<file path="src/fcls_pkg.sv">
package fcls_pkg;

   // ******************************************************
   // register map, word addresses on the plain port
   // ******************************************************
   localparam int           ADDR_W         = 4;
   localparam int           DATA_W         = 16;
   localparam logic [3:0]   ADDR_CLKDIV    = 4'h0;
   localparam logic [3:0]   ADDR_INDEX     = 4'h1;
   localparam logic [3:0]   ADDR_STATUS    = 4'h2;
   localparam logic [3:0]   ADDR_PROTECT   = 4'h3;
   localparam logic [3:0]   ADDR_DPROTECT  = 4'h4;
   localparam logic [3:0]   ADDR_PARAM     = 4'h5;
   localparam logic [3:0]   ADDR_RESULT    = 4'h6;

   // ******************************************************
   // field positions and reset values
   // ******************************************************
   localparam int           STAT_COMPLETE  = 7;
   localparam int           STAT_ACCESS_ERROR_FLAG    = 5;
   localparam int           STAT_PROTVIOL  = 4;
   localparam int           DIV_LOADED_BIT = 7;
   localparam int           DIV_W          = 7;
   localparam int           PROT_LOW_DIS   = 2;
   localparam int           PROT_HIGH_DIS  = 1;
   localparam int           PROT_OPEN      = 0;
   localparam int           DPROT_OPEN     = 0;
   localparam int           IDX_W          = 3;
   localparam int           PARAM_WORDS    = 6;
   localparam logic [15:0]  ZERO_WORD      = 16'h0000;
   localparam logic [7:0]   PROT_RESET     = 8'h00;
   localparam logic [6:0]   PFLASH_BLK_HI  = 7'h7F;

   // ******************************************************
   // once-programmable field: 64 bytes as 8 rows of 4 words
   // ******************************************************
   localparam int           ONCE_ROWS      = 8;
   localparam int           ONCE_WORDS     = 32;

   // ******************************************************
   // command codes
   // ******************************************************
   localparam logic [7:0]   CMD_VERIFY_ALL = 8'h01;
   localparam logic [7:0]   CMD_VERIFY_BLK = 8'h02;
   localparam logic [7:0]   CMD_VERIFY_PSEC = 8'h03;
   localparam logic [7:0]   CMD_READ_ONCE  = 8'h04;
   localparam logic [7:0]   CMD_PROG_P     = 8'h06;
   localparam logic [7:0]   CMD_PROG_ONCE  = 8'h07;
   localparam logic [7:0]   CMD_ERASE_ALL  = 8'h08;
   localparam logic [7:0]   CMD_ERASE_BLK  = 8'h09;
   localparam logic [7:0]   CMD_ERASE_PSEC = 8'h0A;
   localparam logic [7:0]   CMD_UNSECURE   = 8'h0B;
   localparam logic [7:0]   CMD_KEY_CHECK  = 8'h0C;
   localparam logic [7:0]   CMD_USER_MARGIN = 8'h0D;
   localparam logic [7:0]   CMD_FIELD_MARGIN = 8'h0E;
   localparam logic [7:0]   CMD_VERIFY_DSEC = 8'h10;
   localparam logic [7:0]   CMD_PROG_D     = 8'h11;
   localparam logic [7:0]   CMD_ERASE_DSEC = 8'h12;

   // ******************************************************
   // operating modes
   // ******************************************************
   localparam logic [1:0]   MODE_NS        = 2'h0;
   localparam logic [1:0]   MODE_NX        = 2'h1;
   localparam logic [1:0]   MODE_SS        = 2'h2;
   localparam logic [1:0]   MODE_ST        = 2'h3;

   // ******************************************************
   // timing
   // ******************************************************
   localparam int           CLK_PERIOD_PS  = 25000;
   localparam int           VERIFY_TIME_NS = 500;
   localparam int           PROG_TIME_NS   = 1000;
   localparam int           ERASE_TIME_NS  = 5000;
   localparam int           CNT_W          = 8;
   localparam logic [7:0]   VERIFY_CYCLES  =
      8'((VERIFY_TIME_NS * 1000 + CLK_PERIOD_PS - 1) / CLK_PERIOD_PS);
   localparam logic [7:0]   PROG_CYCLES    =
      8'((PROG_TIME_NS * 1000 + CLK_PERIOD_PS - 1) / CLK_PERIOD_PS);
   localparam logic [7:0]   ERASE_CYCLES   =
      8'((ERASE_TIME_NS * 1000 + CLK_PERIOD_PS - 1) / CLK_PERIOD_PS);
   localparam logic [7:0]   SHORT_CYCLES   = 8'h01;

   typedef enum logic [2:0]
   {
      ST_IDLE   = 3'b001,
      ST_RUN    = 3'b010,
      ST_FINISH = 3'b100
   } fcls_state_type;

endpackage

</file>
<file path="src/fcls_sequencer.sv">
// Function
// - only mode-valid codes, launched by full sequence
// - busy: refuse launch, ignore parameter writes
// - parameters loaded per word through index
// - write one clears complete flag, launches
// - complete flag low while command runs
// - on finish flag returns high, results out
// - codes 01 02 03 erase verify
// - code 04 reads once field row
// - code 06 programs one phrase
// - code 07 programs one once field row, once per row
// - code 08 erase all needs protect opens
// - code 09 block erase, full needs opens
// - code 0A erases program sector
// - code 0B erases, verifies, then unsecures
// - code 0C key compare, normal single-chip
// - code 0D sets user margin level
// - code 0E field margin, special modes only
// - data flash codes 10 11 12 accepted
// - invalid code sets access error
// - no divider write blocks program and erase
// - word 0 holds code high, address low
`timescale 1ns/1ps

module fcls_sequencer
   import fcls_pkg::*;
(
   input  wire logic                ref_clk,       // bus clock
   input  wire logic                rst,           // sync reset
   input  wire logic [ADDR_W-1:0]   regAddr,       // register address
   input  wire logic [DATA_W-1:0]   regWrData,     // write data
   input  wire logic                regWrite,      // write strobe
   input  wire logic                regRead,       // read strobe
   output logic      [DATA_W-1:0]   regRdData,     // read data, next cycle
   input  wire logic                chipSecured,   // security state
   input  wire logic [1:0]          opMode,        // operating mode
   input  wire logic [63:0]         backdoorKey,   // stored security key
   output logic                     cmdComplete,   // complete flag
   output logic      [7:0]          activeCmd,     // code being run
   output logic                     unsecureGrant, // security released
   output logic      [7:0]          userMargin,    // user margin level
   output logic      [7:0]          fieldMargin    // field margin level
);

   // ******************************************************
   // decode functions
   // ******************************************************
   function automatic logic cmdAllowed(input logic [7:0] code,
                                       input logic [1:0] mode,
                                       input logic       secured);
      logic special;
      logic nsc;
      special = (mode == MODE_SS) || (mode == MODE_ST);
      nsc     = (mode == MODE_NS);
      unique case (code)
         CMD_VERIFY_ALL, CMD_VERIFY_BLK:
            cmdAllowed = 1'b1;
         CMD_VERIFY_PSEC, CMD_READ_ONCE, CMD_PROG_P, CMD_PROG_ONCE,
         CMD_ERASE_BLK, CMD_USER_MARGIN, CMD_VERIFY_DSEC, CMD_PROG_D,
         CMD_ERASE_DSEC:
            cmdAllowed = !secured || nsc;
         CMD_ERASE_ALL, CMD_UNSECURE:
            cmdAllowed = special;
         CMD_ERASE_PSEC:
            cmdAllowed = secured ? nsc : !nsc;
         CMD_KEY_CHECK:
            cmdAllowed = nsc;
         CMD_FIELD_MARGIN:
            cmdAllowed = !secured && special;
         default:
            cmdAllowed = 1'b0;
      endcase
   endfunction

   function automatic logic isProgErase(input logic [7:0] code);
      unique case (code)
         CMD_PROG_P, CMD_PROG_ONCE, CMD_ERASE_ALL, CMD_ERASE_BLK,
         CMD_ERASE_PSEC, CMD_UNSECURE, CMD_PROG_D, CMD_ERASE_DSEC:
            isProgErase = 1'b1;
         default:
            isProgErase = 1'b0;
      endcase
   endfunction

   function automatic logic [CNT_W-1:0] opCycles(input logic [7:0] code);
      unique case (code)
         CMD_ERASE_ALL, CMD_ERASE_BLK, CMD_ERASE_PSEC, CMD_UNSECURE,
         CMD_ERASE_DSEC:
            opCycles = ERASE_CYCLES;
         CMD_PROG_P, CMD_PROG_ONCE, CMD_PROG_D:
            opCycles = PROG_CYCLES;
         CMD_VERIFY_ALL, CMD_VERIFY_BLK, CMD_VERIFY_PSEC, CMD_VERIFY_DSEC:
            opCycles = VERIFY_CYCLES;
         default:
            opCycles = SHORT_CYCLES;
      endcase
   endfunction

   // ******************************************************
   // state
   // ******************************************************
   fcls_state_type            state_reg;
   fcls_state_type            state_next;
   logic                      complete_reg;
   logic                      access_error_flag_reg;
   logic                      protViol_reg;
   logic                      divLoaded_reg;
   logic [DIV_W-1:0]          clkDiv_reg;
   logic [IDX_W-1:0]          index_reg;
   logic [7:0]                protect_reg;
   logic [7:0]                dProtect_reg;
   logic [15:0]               param_reg [PARAM_WORDS];
   logic [15:0]               once_reg  [ONCE_WORDS];
   logic [ONCE_ROWS-1:0]      onceDone_reg;
   logic [7:0]                cmd_reg;
   logic [CNT_W-1:0]          count_reg;
   logic [DATA_W-1:0]         rdData_reg;
   logic                      unsecure_reg;
   logic [7:0]                userMargin_reg;
   logic [7:0]                fieldMargin_reg;
   logic                      keyFail_reg;

   // ******************************************************
   // launch decode
   // ******************************************************
   logic                      statusWrite;
   logic                      launchReq;
   logic [7:0]                newCmd;
   logic [6:0]                newBlock;
   logic [2:0]                newRow;
   logic                      errCode;
   logic                      errDiv;
   logic                      errOnce;
   logic                      errProt;
   logic                      startOp;
   logic                      paramWrite;
   logic                      progOpen;
   logic                      keyMatch;

   assign statusWrite = regWrite && (regAddr == ADDR_STATUS);
   // flags are tested before this write's clear takes effect
   assign launchReq   = statusWrite && regWrData[STAT_COMPLETE]
                        && complete_reg && !access_error_flag_reg
                        && !protViol_reg;
   assign newCmd      = param_reg[0][15:8];
   assign newBlock    = param_reg[0][6:0];
   assign newRow      = param_reg[1][2:0];
   assign errCode     = !cmdAllowed(newCmd, opMode,
                                    chipSecured);
   assign errDiv      = isProgErase(newCmd) && !divLoaded_reg;
   assign errOnce     = (newCmd == CMD_PROG_ONCE)
                        && onceDone_reg[newRow];
   assign progOpen    = protect_reg[PROT_LOW_DIS] && protect_reg[PROT_OPEN]
                        && protect_reg[PROT_HIGH_DIS];

   always_comb
   begin
      errProt = 1'b0;
      if (newCmd == CMD_ERASE_ALL)
      begin
         errProt = !(progOpen && dProtect_reg[DPROT_OPEN]);
      end
      else if (newCmd == CMD_ERASE_BLK)
      begin
         if (newBlock == PFLASH_BLK_HI)
         begin
            errProt = !progOpen;
         end
         else
         begin
            errProt = !dProtect_reg[DPROT_OPEN];
         end
      end
   end

   assign startOp    = launchReq && !errCode && !errDiv && !errOnce
                       && !errProt;
   assign paramWrite = regWrite && (regAddr == ADDR_PARAM)
                       && complete_reg;
   assign keyMatch   = {param_reg[1], param_reg[2], param_reg[3],
                        param_reg[4]} == backdoorKey;

   // ******************************************************
   // sequencer
   // ******************************************************
   always_comb
   begin
      state_next = state_reg;
      unique case (state_reg)
         ST_IDLE:
            if (startOp)
            begin
               state_next = ST_RUN;
            end
         ST_RUN:
            if (count_reg == SHORT_CYCLES)
            begin
               state_next = ST_FINISH;
            end
         ST_FINISH:
            state_next = ST_IDLE;
         default:
            state_next = ST_IDLE;
      endcase
   end

   always_ff @(posedge ref_clk)
   begin
      if (rst)
      begin
         state_reg <= ST_IDLE;
      end
      else
      begin
         state_reg <= state_next;
      end
   end

   always_ff @(posedge ref_clk)
   begin
      if (rst)
      begin
         count_reg <= SHORT_CYCLES;
         cmd_reg   <= 8'h00;
      end
      else if (startOp)
      begin
         count_reg <= opCycles(newCmd);
         cmd_reg   <= newCmd;
      end
      else if (state_reg == ST_RUN)
      begin
         count_reg <= count_reg - SHORT_CYCLES;
      end
   end

   // ******************************************************
   // status flags
   // ******************************************************
   always_ff @(posedge ref_clk)
   begin
      if (rst)
      begin
         complete_reg <= 1'b1;
      end
      else if (startOp)
      begin
         complete_reg <= 1'b0;
      end
      else if (state_reg == ST_FINISH)
      begin
         complete_reg <= 1'b1;
      end
   end

   // set wins over a write-one clear in the same cycle
   always_ff @(posedge ref_clk)
   begin
      if (rst)
      begin
         access_error_flag_reg   <= 1'b0;
         protViol_reg <= 1'b0;
      end
      else
      begin
         access_error_flag_reg   <= (access_error_flag_reg
                          && !(statusWrite && regWrData[STAT_ACCESS_ERROR_FLAG]))
                         || (launchReq && (errCode || errDiv || errOnce))
                         || keyFail_reg;
         protViol_reg <= (protViol_reg
                          && !(statusWrite && regWrData[STAT_PROTVIOL]))
                         || (launchReq && !errCode && !errDiv && !errOnce
                             && errProt);
      end
   end

   // ******************************************************
   // configuration registers
   // ******************************************************
   // divider is only a load marker here; the time base is elsewhere
   always_ff @(posedge ref_clk)
   begin
      if (rst)
      begin
         divLoaded_reg <= 1'b0;
         clkDiv_reg    <= '0;
      end
      else if (regWrite && (regAddr == ADDR_CLKDIV) && complete_reg)
      begin
         divLoaded_reg <= 1'b1;
         clkDiv_reg    <= regWrData[DIV_W-1:0];
      end
   end

   always_ff @(posedge ref_clk)
   begin
      if (rst)
      begin
         index_reg    <= '0;
         protect_reg  <= PROT_RESET;
         dProtect_reg <= PROT_RESET;
      end
      else if (regWrite && complete_reg)
      begin
         if (regAddr == ADDR_INDEX)
         begin
            index_reg <= regWrData[IDX_W-1:0];
         end
         if (regAddr == ADDR_PROTECT)
         begin
            protect_reg <= regWrData[7:0];
         end
         if (regAddr == ADDR_DPROTECT)
         begin
            dProtect_reg <= regWrData[7:0];
         end
      end
   end

   // ******************************************************
   // parameter array and results
   // ******************************************************
   genvar gi;
   generate
      for (gi = 0; gi < PARAM_WORDS; gi++)
      begin : gParam
         always_ff @(posedge ref_clk)
         begin
            if (rst)
            begin
               param_reg[gi] <= ZERO_WORD;
            end
            else if (paramWrite && (index_reg == IDX_W'(gi)))
            begin
               param_reg[gi] <= regWrData;
            end
            else if ((state_reg == ST_FINISH) && (cmd_reg == CMD_READ_ONCE)
                     && (gi >= 2))
            begin
               param_reg[gi] <= once_reg[{newRow, 2'(gi - 2)}];
            end
         end
      end
   endgenerate

   // once field content has no reset, but the row locks in onceDone_reg clear on reset
   always_ff @(posedge ref_clk)
   begin
      if (rst)
      begin
         onceDone_reg <= '0;
      end
      else if ((state_reg == ST_FINISH) && (cmd_reg == CMD_PROG_ONCE))
      begin
         onceDone_reg[newRow] <= 1'b1;
      end
   end

   always_ff @(posedge ref_clk)
   begin
      if ((state_reg == ST_FINISH) && (cmd_reg == CMD_PROG_ONCE))
      begin
         for (int w = 0; w < 4; w++)
         begin
            once_reg[{newRow, 2'(w)}] <= param_reg[w + 2];
         end
      end
   end

   // ******************************************************
   // command effects
   // ******************************************************
   // array contents are not modelled: verify, program and erase codes
   // run for their time and finish without error
   always_ff @(posedge ref_clk)
   begin
      if (rst)
      begin
         unsecure_reg    <= 1'b0;
         keyFail_reg     <= 1'b0;
         userMargin_reg  <= 8'h00;
         fieldMargin_reg <= 8'h00;
      end
      else
      begin
         unsecure_reg <= 1'b0;
         keyFail_reg  <= 1'b0;
         if (state_reg == ST_FINISH)
         begin
            unique case (cmd_reg)
               CMD_UNSECURE:
                  unsecure_reg <= 1'b1;
               CMD_KEY_CHECK:
               begin
                  unsecure_reg <= keyMatch;
                  keyFail_reg  <= !keyMatch;
               end
               CMD_USER_MARGIN:
                  userMargin_reg <= param_reg[1][7:0];
               CMD_FIELD_MARGIN:
                  fieldMargin_reg <= param_reg[1][7:0];
               default:
                  unsecure_reg <= 1'b0;
            endcase
         end
      end
   end

   // ******************************************************
   // read port
   // ******************************************************
   always_ff @(posedge ref_clk)
   begin
      if (rst)
      begin
         rdData_reg <= ZERO_WORD;
      end
      else if (regRead)
      begin
         unique case (regAddr)
            ADDR_CLKDIV:
               rdData_reg <= {8'h00, divLoaded_reg, clkDiv_reg};
            ADDR_INDEX:
               rdData_reg <= {13'h0000, index_reg};
            ADDR_STATUS:
               rdData_reg <= {8'h00, complete_reg, 1'b0, access_error_flag_reg,
                              protViol_reg, 4'h0};
            ADDR_PROTECT:
               rdData_reg <= {8'h00, protect_reg};
            ADDR_DPROTECT:
               rdData_reg <= {8'h00, dProtect_reg};
            ADDR_PARAM:
               rdData_reg <= (index_reg < IDX_W'(PARAM_WORDS))
                             ? param_reg[index_reg] : ZERO_WORD;
            ADDR_RESULT:
               rdData_reg <= {onceDone_reg, cmd_reg};
            default:
               rdData_reg <= ZERO_WORD;
         endcase
      end
      else
      begin
         rdData_reg <= ZERO_WORD;
      end
   end

   assign regRdData     = rdData_reg;
   assign cmdComplete   = complete_reg;
   assign activeCmd     = cmd_reg;
   assign unsecureGrant = unsecure_reg;
   assign userMargin    = userMargin_reg;
   assign fieldMargin   = fieldMargin_reg;

endmodule

</file>
<file path="config.mk">
export PLATFORM = sky130hd
export DESIGN_NAME = fcls_sequencer
export DESIGN_NICKNAME = d
export VERILOG_FILES = /design/src/fcls_pkg.sv /design/src/fcls_sequencer.sv
export SDC_FILE = /design/constraint.sdc
export NUM_CORES = 1
export LEC_CHECK = 0
export BUFFER_PORTS_ARGS = -buffer_cell sky130_fd_sc_hd__buf_2
export CAP_MARGIN = 20
export CORE_UTILIZATION = 55
export DETAILED_ROUTE_END_ITERATION = 8
export PLACE_DENSITY = 0.72
export REMOVE_ABC_BUFFERS = 1
export SETUP_SLACK_MARGIN = 0.02
export SLEW_MARGIN = 20
export SYNTH_ARGS = -nofsm -noshare
export SYNTH_HDL_FRONTEND = slang
export SYNTH_SLANG_ARGS = --single-unit
</file>
<file path="constraint.sdc">
create_clock -name ref_clk -period 6.4 [get_ports ref_clk]
set_input_delay 0.32 -clock ref_clk [delete_from_list [all_inputs] [get_ports ref_clk]]
set_output_delay 0.32 -clock ref_clk [all_outputs]
set_load 0.05 [all_outputs]
</file>
# == After elaboration in Yosys (flattened, before gate mapping) ==
# Memory sizes are Yosys's and may differ from the RTL's. A register that Yosys moved wholly into a read port is not among the register bits.
# Index checks and enable logic that the tools add are counted.
# op_classes
div_mod_pow,0
n_eq_ne,43
n_reduce_logical,75
n_mul,0
mux,68
bitwise_logic,14
n_shift,0
magnitude_cmp,3
n_addsub,1
# op_table
operator,count
2-to-1 mux 16 bit,11
case mux 16 bit (7 select lines),1
== test 8 x 4 -> 1 bit (second input constant),11
== test 64 bit,1
2-to-1 mux 1 bit,44
== test 8 x 3 -> 1 bit (second input constant),5
logical AND 1 bit,35
== test 8 x 5 -> 1 bit (second input constant),3
2-to-1 mux 8 bit,3
== test 8 x 1 -> 1 bit (second input constant),2
== test 8 x 2 -> 1 bit (second input constant),2
logical NOT 1 bit,15
== test 4 x 3 -> 1 bit (second input constant),3
2-to-1 mux 3 bit,4
AND reduction 2 bit,6
OR 1 bit,10
== test 3 x 2 -> 1 bit (second input constant),3
== test 3 bit (second input constant),3
OR reduction 9 bit,1
== test 4 x 2 -> 1 bit (second input constant),2
OR 8 bit,1
OR reduction 2 bit,4
subtractor 8 x 1 -> 8 bit (second input constant),1
== test 7 bit (second input constant),1
19 further kinds,32
# word_totals
ram_bits,608
latch_bits,0
input_bits,91
output_inout_bits,42
word_cells,225
ff_bits,91
rom_bits,256
mem_count,4
# memory_table
name,depth,width,rd,rd_clocked_by_memory_dff,wr,line,source
once_reg,32,16,4,0,4,fcls_sequencer.sv:113,logic [15:0] once_reg [ONCE_WORDS];
(name not given),32,7,1,0,0,fcls_sequencer.sv:86,unique case (code)
param_reg,6,16,7,1,6,fcls_sequencer.sv:112,logic [15:0] param_reg [PARAM_WORDS];
(name not given),32,1,1,0,0,fcls_sequencer.sv:76,unique case (code)

# == Logic depth before layout (Yosys ltp) ==
# depth
ltp_word,12
mapped_depth,10
ltp_nobuf,8

# == Worst setup path before layout ==
# Ideal clock, no wire load.
# synth_timing
path_type,register -> register
start,"reg cmd_reg[7], in the netlist activeCmd[7]"
end,"mem once_reg[8][0], in the netlist once_reg[2][0], enable pin"
setup_ns,0.567
n_path_buf,0
required_ns,5.833
arrival_time_ns,5.934
period_less_slack_ns,6.501
slack_ns,-0.101
path_stages_with_launch,5
cell_sequence,dfxtp_1 -> nor4_1 -> nand3_1 -> or3_1 -> nor3_1
# synth_lines
item,line,source
from (decl),fcls_sequencer.sv:115,logic [7:0] cmd_reg;
from (signal assigned),fcls_sequencer.sv:229,cmd_reg <= newCmd;
to (decl),fcls_sequencer.sv:113,

==> impl_metrics.json <==
{
  "diodes": 0,
  "slew_headroom_pct": 21.7,
  "worstMarginPinSlew_ns": 1.16,
  "internal_power_uw": 7620,
  "vias_per_cell": 6.75,
  "finalSetupViolations": 0,
  "seq_area_frac_synth_pct": 69.7,
  "totalWireLength_um": 85900,
  "path_cells": "nor3b_1, nand3_1, nor3_1, buf_4, and2_4, buf_4",
  "ir_drop_mv": 0.199,
  "firstDrtPassIters": 8,
  "hpwl_um": 52600,
  "worstPathRequired_ns": 6.66,
  "chipHeight_um": 231,
  "p_leak_uw": 0.0111,
  "insertion_delay_ns": 0.62,
  "numCtsBuffers": 73,
  "post_synth.cell_area_avg_um2": 14.7,
  "dieArea_um2": 53400,
  "cts_hold_buffers": 0,
  "path_buf_inv": 2,
  "synth_top_area_share_pct": 63.2,
  "clk_pin_slew_ns": 0.06,
  "io_pins": 133,
  "drive_gt1_share_pct": 18.0,
  "antenna_left": 0,
  "hold_class": "in2reg",
  "hold_violations": 0,
  "cts.sinks": 702,
  "fmax_ghz": 0.287,
  "route.detailed.drc": 0,
  "cts-root-buf": "clkbuf_16",
  "grt_start_max_net_pins": 110,
  "routedWlPerCell_um": 30.5,
  "design_area_um2": 32700,
  "place_area_um2": 30300,
  "cts_tree": "yes",
  "nNetsFinal": 2182,
  "final_cell_count_no_fill": 2819,
  "ctsLongestPathBuffers": 3,
  "place_inst": 2688,
  "endpoint_kind": "flop",
  "fin_util_pct": 63.3,
  "rows": 83,
  "synthesis.area_um2": 28900,
  "finClkSkew_ns": 0.0297,
  "grt_pass1_wl_um": 123000,
  "arrival_ns": 3.73,
  "cp_slowest_cell": "and2_4",
  "first_global_vias": 18200,
  "start_kind": "flop",
  "path_common_cell": "buf_4",
  "largest_reg_flops": 512,
  "drt_iter0_markers": 2672,
  "power_frac_comb_pct": 4.0,
  "power_frac_seq_pct": 51.9,
  "cpPeakStageDelay_ns": 0.75,
  "synth-edff-count": 608,
  "htreeDepth": 3,
  "die_x_um": 231,
  "antenna_found_initial": 2,
  "cp_top_family": "simple AND/OR/NAND/NOR gates",
  "p_per_area_nw_per_um2": 297,
  "gp_congestion": 0.916,
  "ys_seq_elements": 702,
  "p_switching_uw": 2090,
  "finalCritPeriodShare_pct": 54.4,
  "maxCapViolations": 0,
  "synth.distinct_cells": 75,
  "sw_frac_of_total_pct": 21.5,
  "p_total_uw": 9710,
  "slew_violations": 0,
  "path_max_fanout": 45,
  "track_usage_pct": 32.2,
  "async_reset_ff_share_pct": 0,
  "grt.overflow.total": 0,
  "start_util_pct": 56.0,
  "rsz0062_at_grt": "no",
  "min_period_ns": 3.48,
  "synth.area.top_cells": "edfxtp_1, dfxtp_1, mux2i_1",
  "port-buffer-count": 132,
  "synth_largest_area_cell": "edfxtp_1",
  "yosysWarningCount": 0,
  "ys.flop_type": "edfxtp_1",
  "fin_setup_tns_ns": 0,
  "core_area_um2": 51600,
  "postSynthCellCount": 1960,
  "outcome": "finished, final reports clean",
  "p_clk_share_pct": 44.2,
  "cts_resized": 0,
  "fill_cells": 3656,
  "postCtsSetupBuffers": 0,
  "area_growth_pct": 13.2,
  "path_class": "reg2reg",
  "vias": 19000
}
cells by family after synthesis:
family | after synthesis | synth area share, %
buf+inv | 134 | 1.95
xor+xnor | 70 | 2.12
flops | 702 | 69.7
simple gates | 442 | 7.57
fa+ha+maj | 8 | 0.347
mux | 196 | 8.51
compound gates | 408 | 9.78
routing by layer:
layer  up-vias  track usage (%)  share of wire, %  wire length, µm
met4         2             18.0               5.7             4910
li1       7896                -                 -                -
met2      1391             48.0                45            38600
met3       243             6.59                12            10400
met1      9493             44.5                37            32000
met5         -                0             0.013               11
final cells by class:
type | instances | area (µm²) | share of cell area, %
clock buffer | 86 | 1970 | 6.04
clock inverter | 45 | 424 | 1.30
inverter | 8 | 30.0 | 0.0919
multi-input combinational | 1124 | 8270 | 25.3
sequential | 702 | 20100 | 61.6
tap | 680 | 851 | 2.60
timing repair buffer | 174 | 1000 | 3.07
worst reg2reg max path, stage by stage (launching register included):
cell and delay, ns:
dfxtp_1 0.35, nor3b_1 0.70, nand3_1 0.29, nor3_1 0.33
buf_4 0.20, and2_4 0.75, buf_4 0.50
final timing paths:
| kind | start | endpoint | slack (ns) | cells past startpoint |
|---|---|---|---|---|
| worst max-delay path | state_reg[2]$_SDFFE_PP0P_ | once_reg[3][47]$_DFFE_PP_ | 2.92 | 6 |
| worst max register to register | state_reg[2]$_SDFFE_PP0P_ | once_reg[3][47]$_DFFE_PP_ | 2.92 | 6 |
| worst min-delay path | regWrite | protViol_reg$_SDFF_PP0_ | 0.06 | 4 |
| worst min register to register | userMargin[5]$_SDFFE_PP0P_ | userMargin[5]$_SDFFE_PP0P_ | 0.49 | 2 |
Yosys cell counts (23+ instances only):
cell type and n:
nor2_1 148, edfxtp_1 608, o21ai_1 51, dfxtp_1 94
mux4_2 34, mux2i_1 105, nand2_1 103, a22oi_1 55
a21oi_1 93, mux2_2 37, xor2_1 67, clkbuf_1 69
nand3_1 23, buf_2 39, and2_1 45, a22o_1 37
a221oi_1 55
metrics by stage:
stage	setup slack, ns	hold slack (ns)
5_1_grt	2.77	0.114
6_report	2.92	0.0630
3_3_place_gp	3.03	0.474
4_1_cts	2.98	0.0443
2_1_floorplan	-1.59	0.389
3_5_place_dp	3.02	0.480
placed cells by master, fill, tap and decap left out, drive strengths merged, types with 8 or more instances in the layout:
| cell | synthesis | layout |
|---|---|---|
| edfxtp | 608 | 608 |
| nor4 | 22 | 22 |
| nor3 | 20 | 20 |
| o21ai | 69 | 69 |
| o211ai | 16 | 16 |
| inv | 8 | 11 |
| mux2 | 57 | 57 |
| a31oi | 9 | 9 |
| mux2i | 105 | 105 |
| clkbuf | 69 | 86 |
| dfxtp | 94 | 94 |
| nor2b | 10 | 10 |
| buf | 57 | 174 |
| nor3b | 11 | 11 |
| a222oi | 9 | 9 |
| nand3 | 24 | 24 |
| nor2 | 149 | 149 |
| clkinv | 0 | 34 |
| bufinv | 0 | 8 |
| mux4 | 34 | 34 |
| a22oi | 55 | 55 |
| and2 | 46 | 46 |
| nand2 | 103 | 103 |
| a22o | 37 | 37 |
| a211oi | 23 | 23 |
| nand4 | 13 | 13 |
| xor2 | 67 | 67 |
| nand2b | 9 | 9 |
| a21o | 10 | 10 |
| ha | 8 | 8 |
| a21oi | 93 | 93 |
| a221oi | 55 | 55 |
power by group through the flow:
stage                     sequential, µW  combinational, µW  clock (µW)
after floorplan                     5120                172           0
final                               5040                385        4290
after detailed placement            5130                372           0
after global placement              5130                366           0
after CTS                           5030                375        4300
after global routing                5040                397        4460
Note: power is estimated with default switching activity, not from simulation.
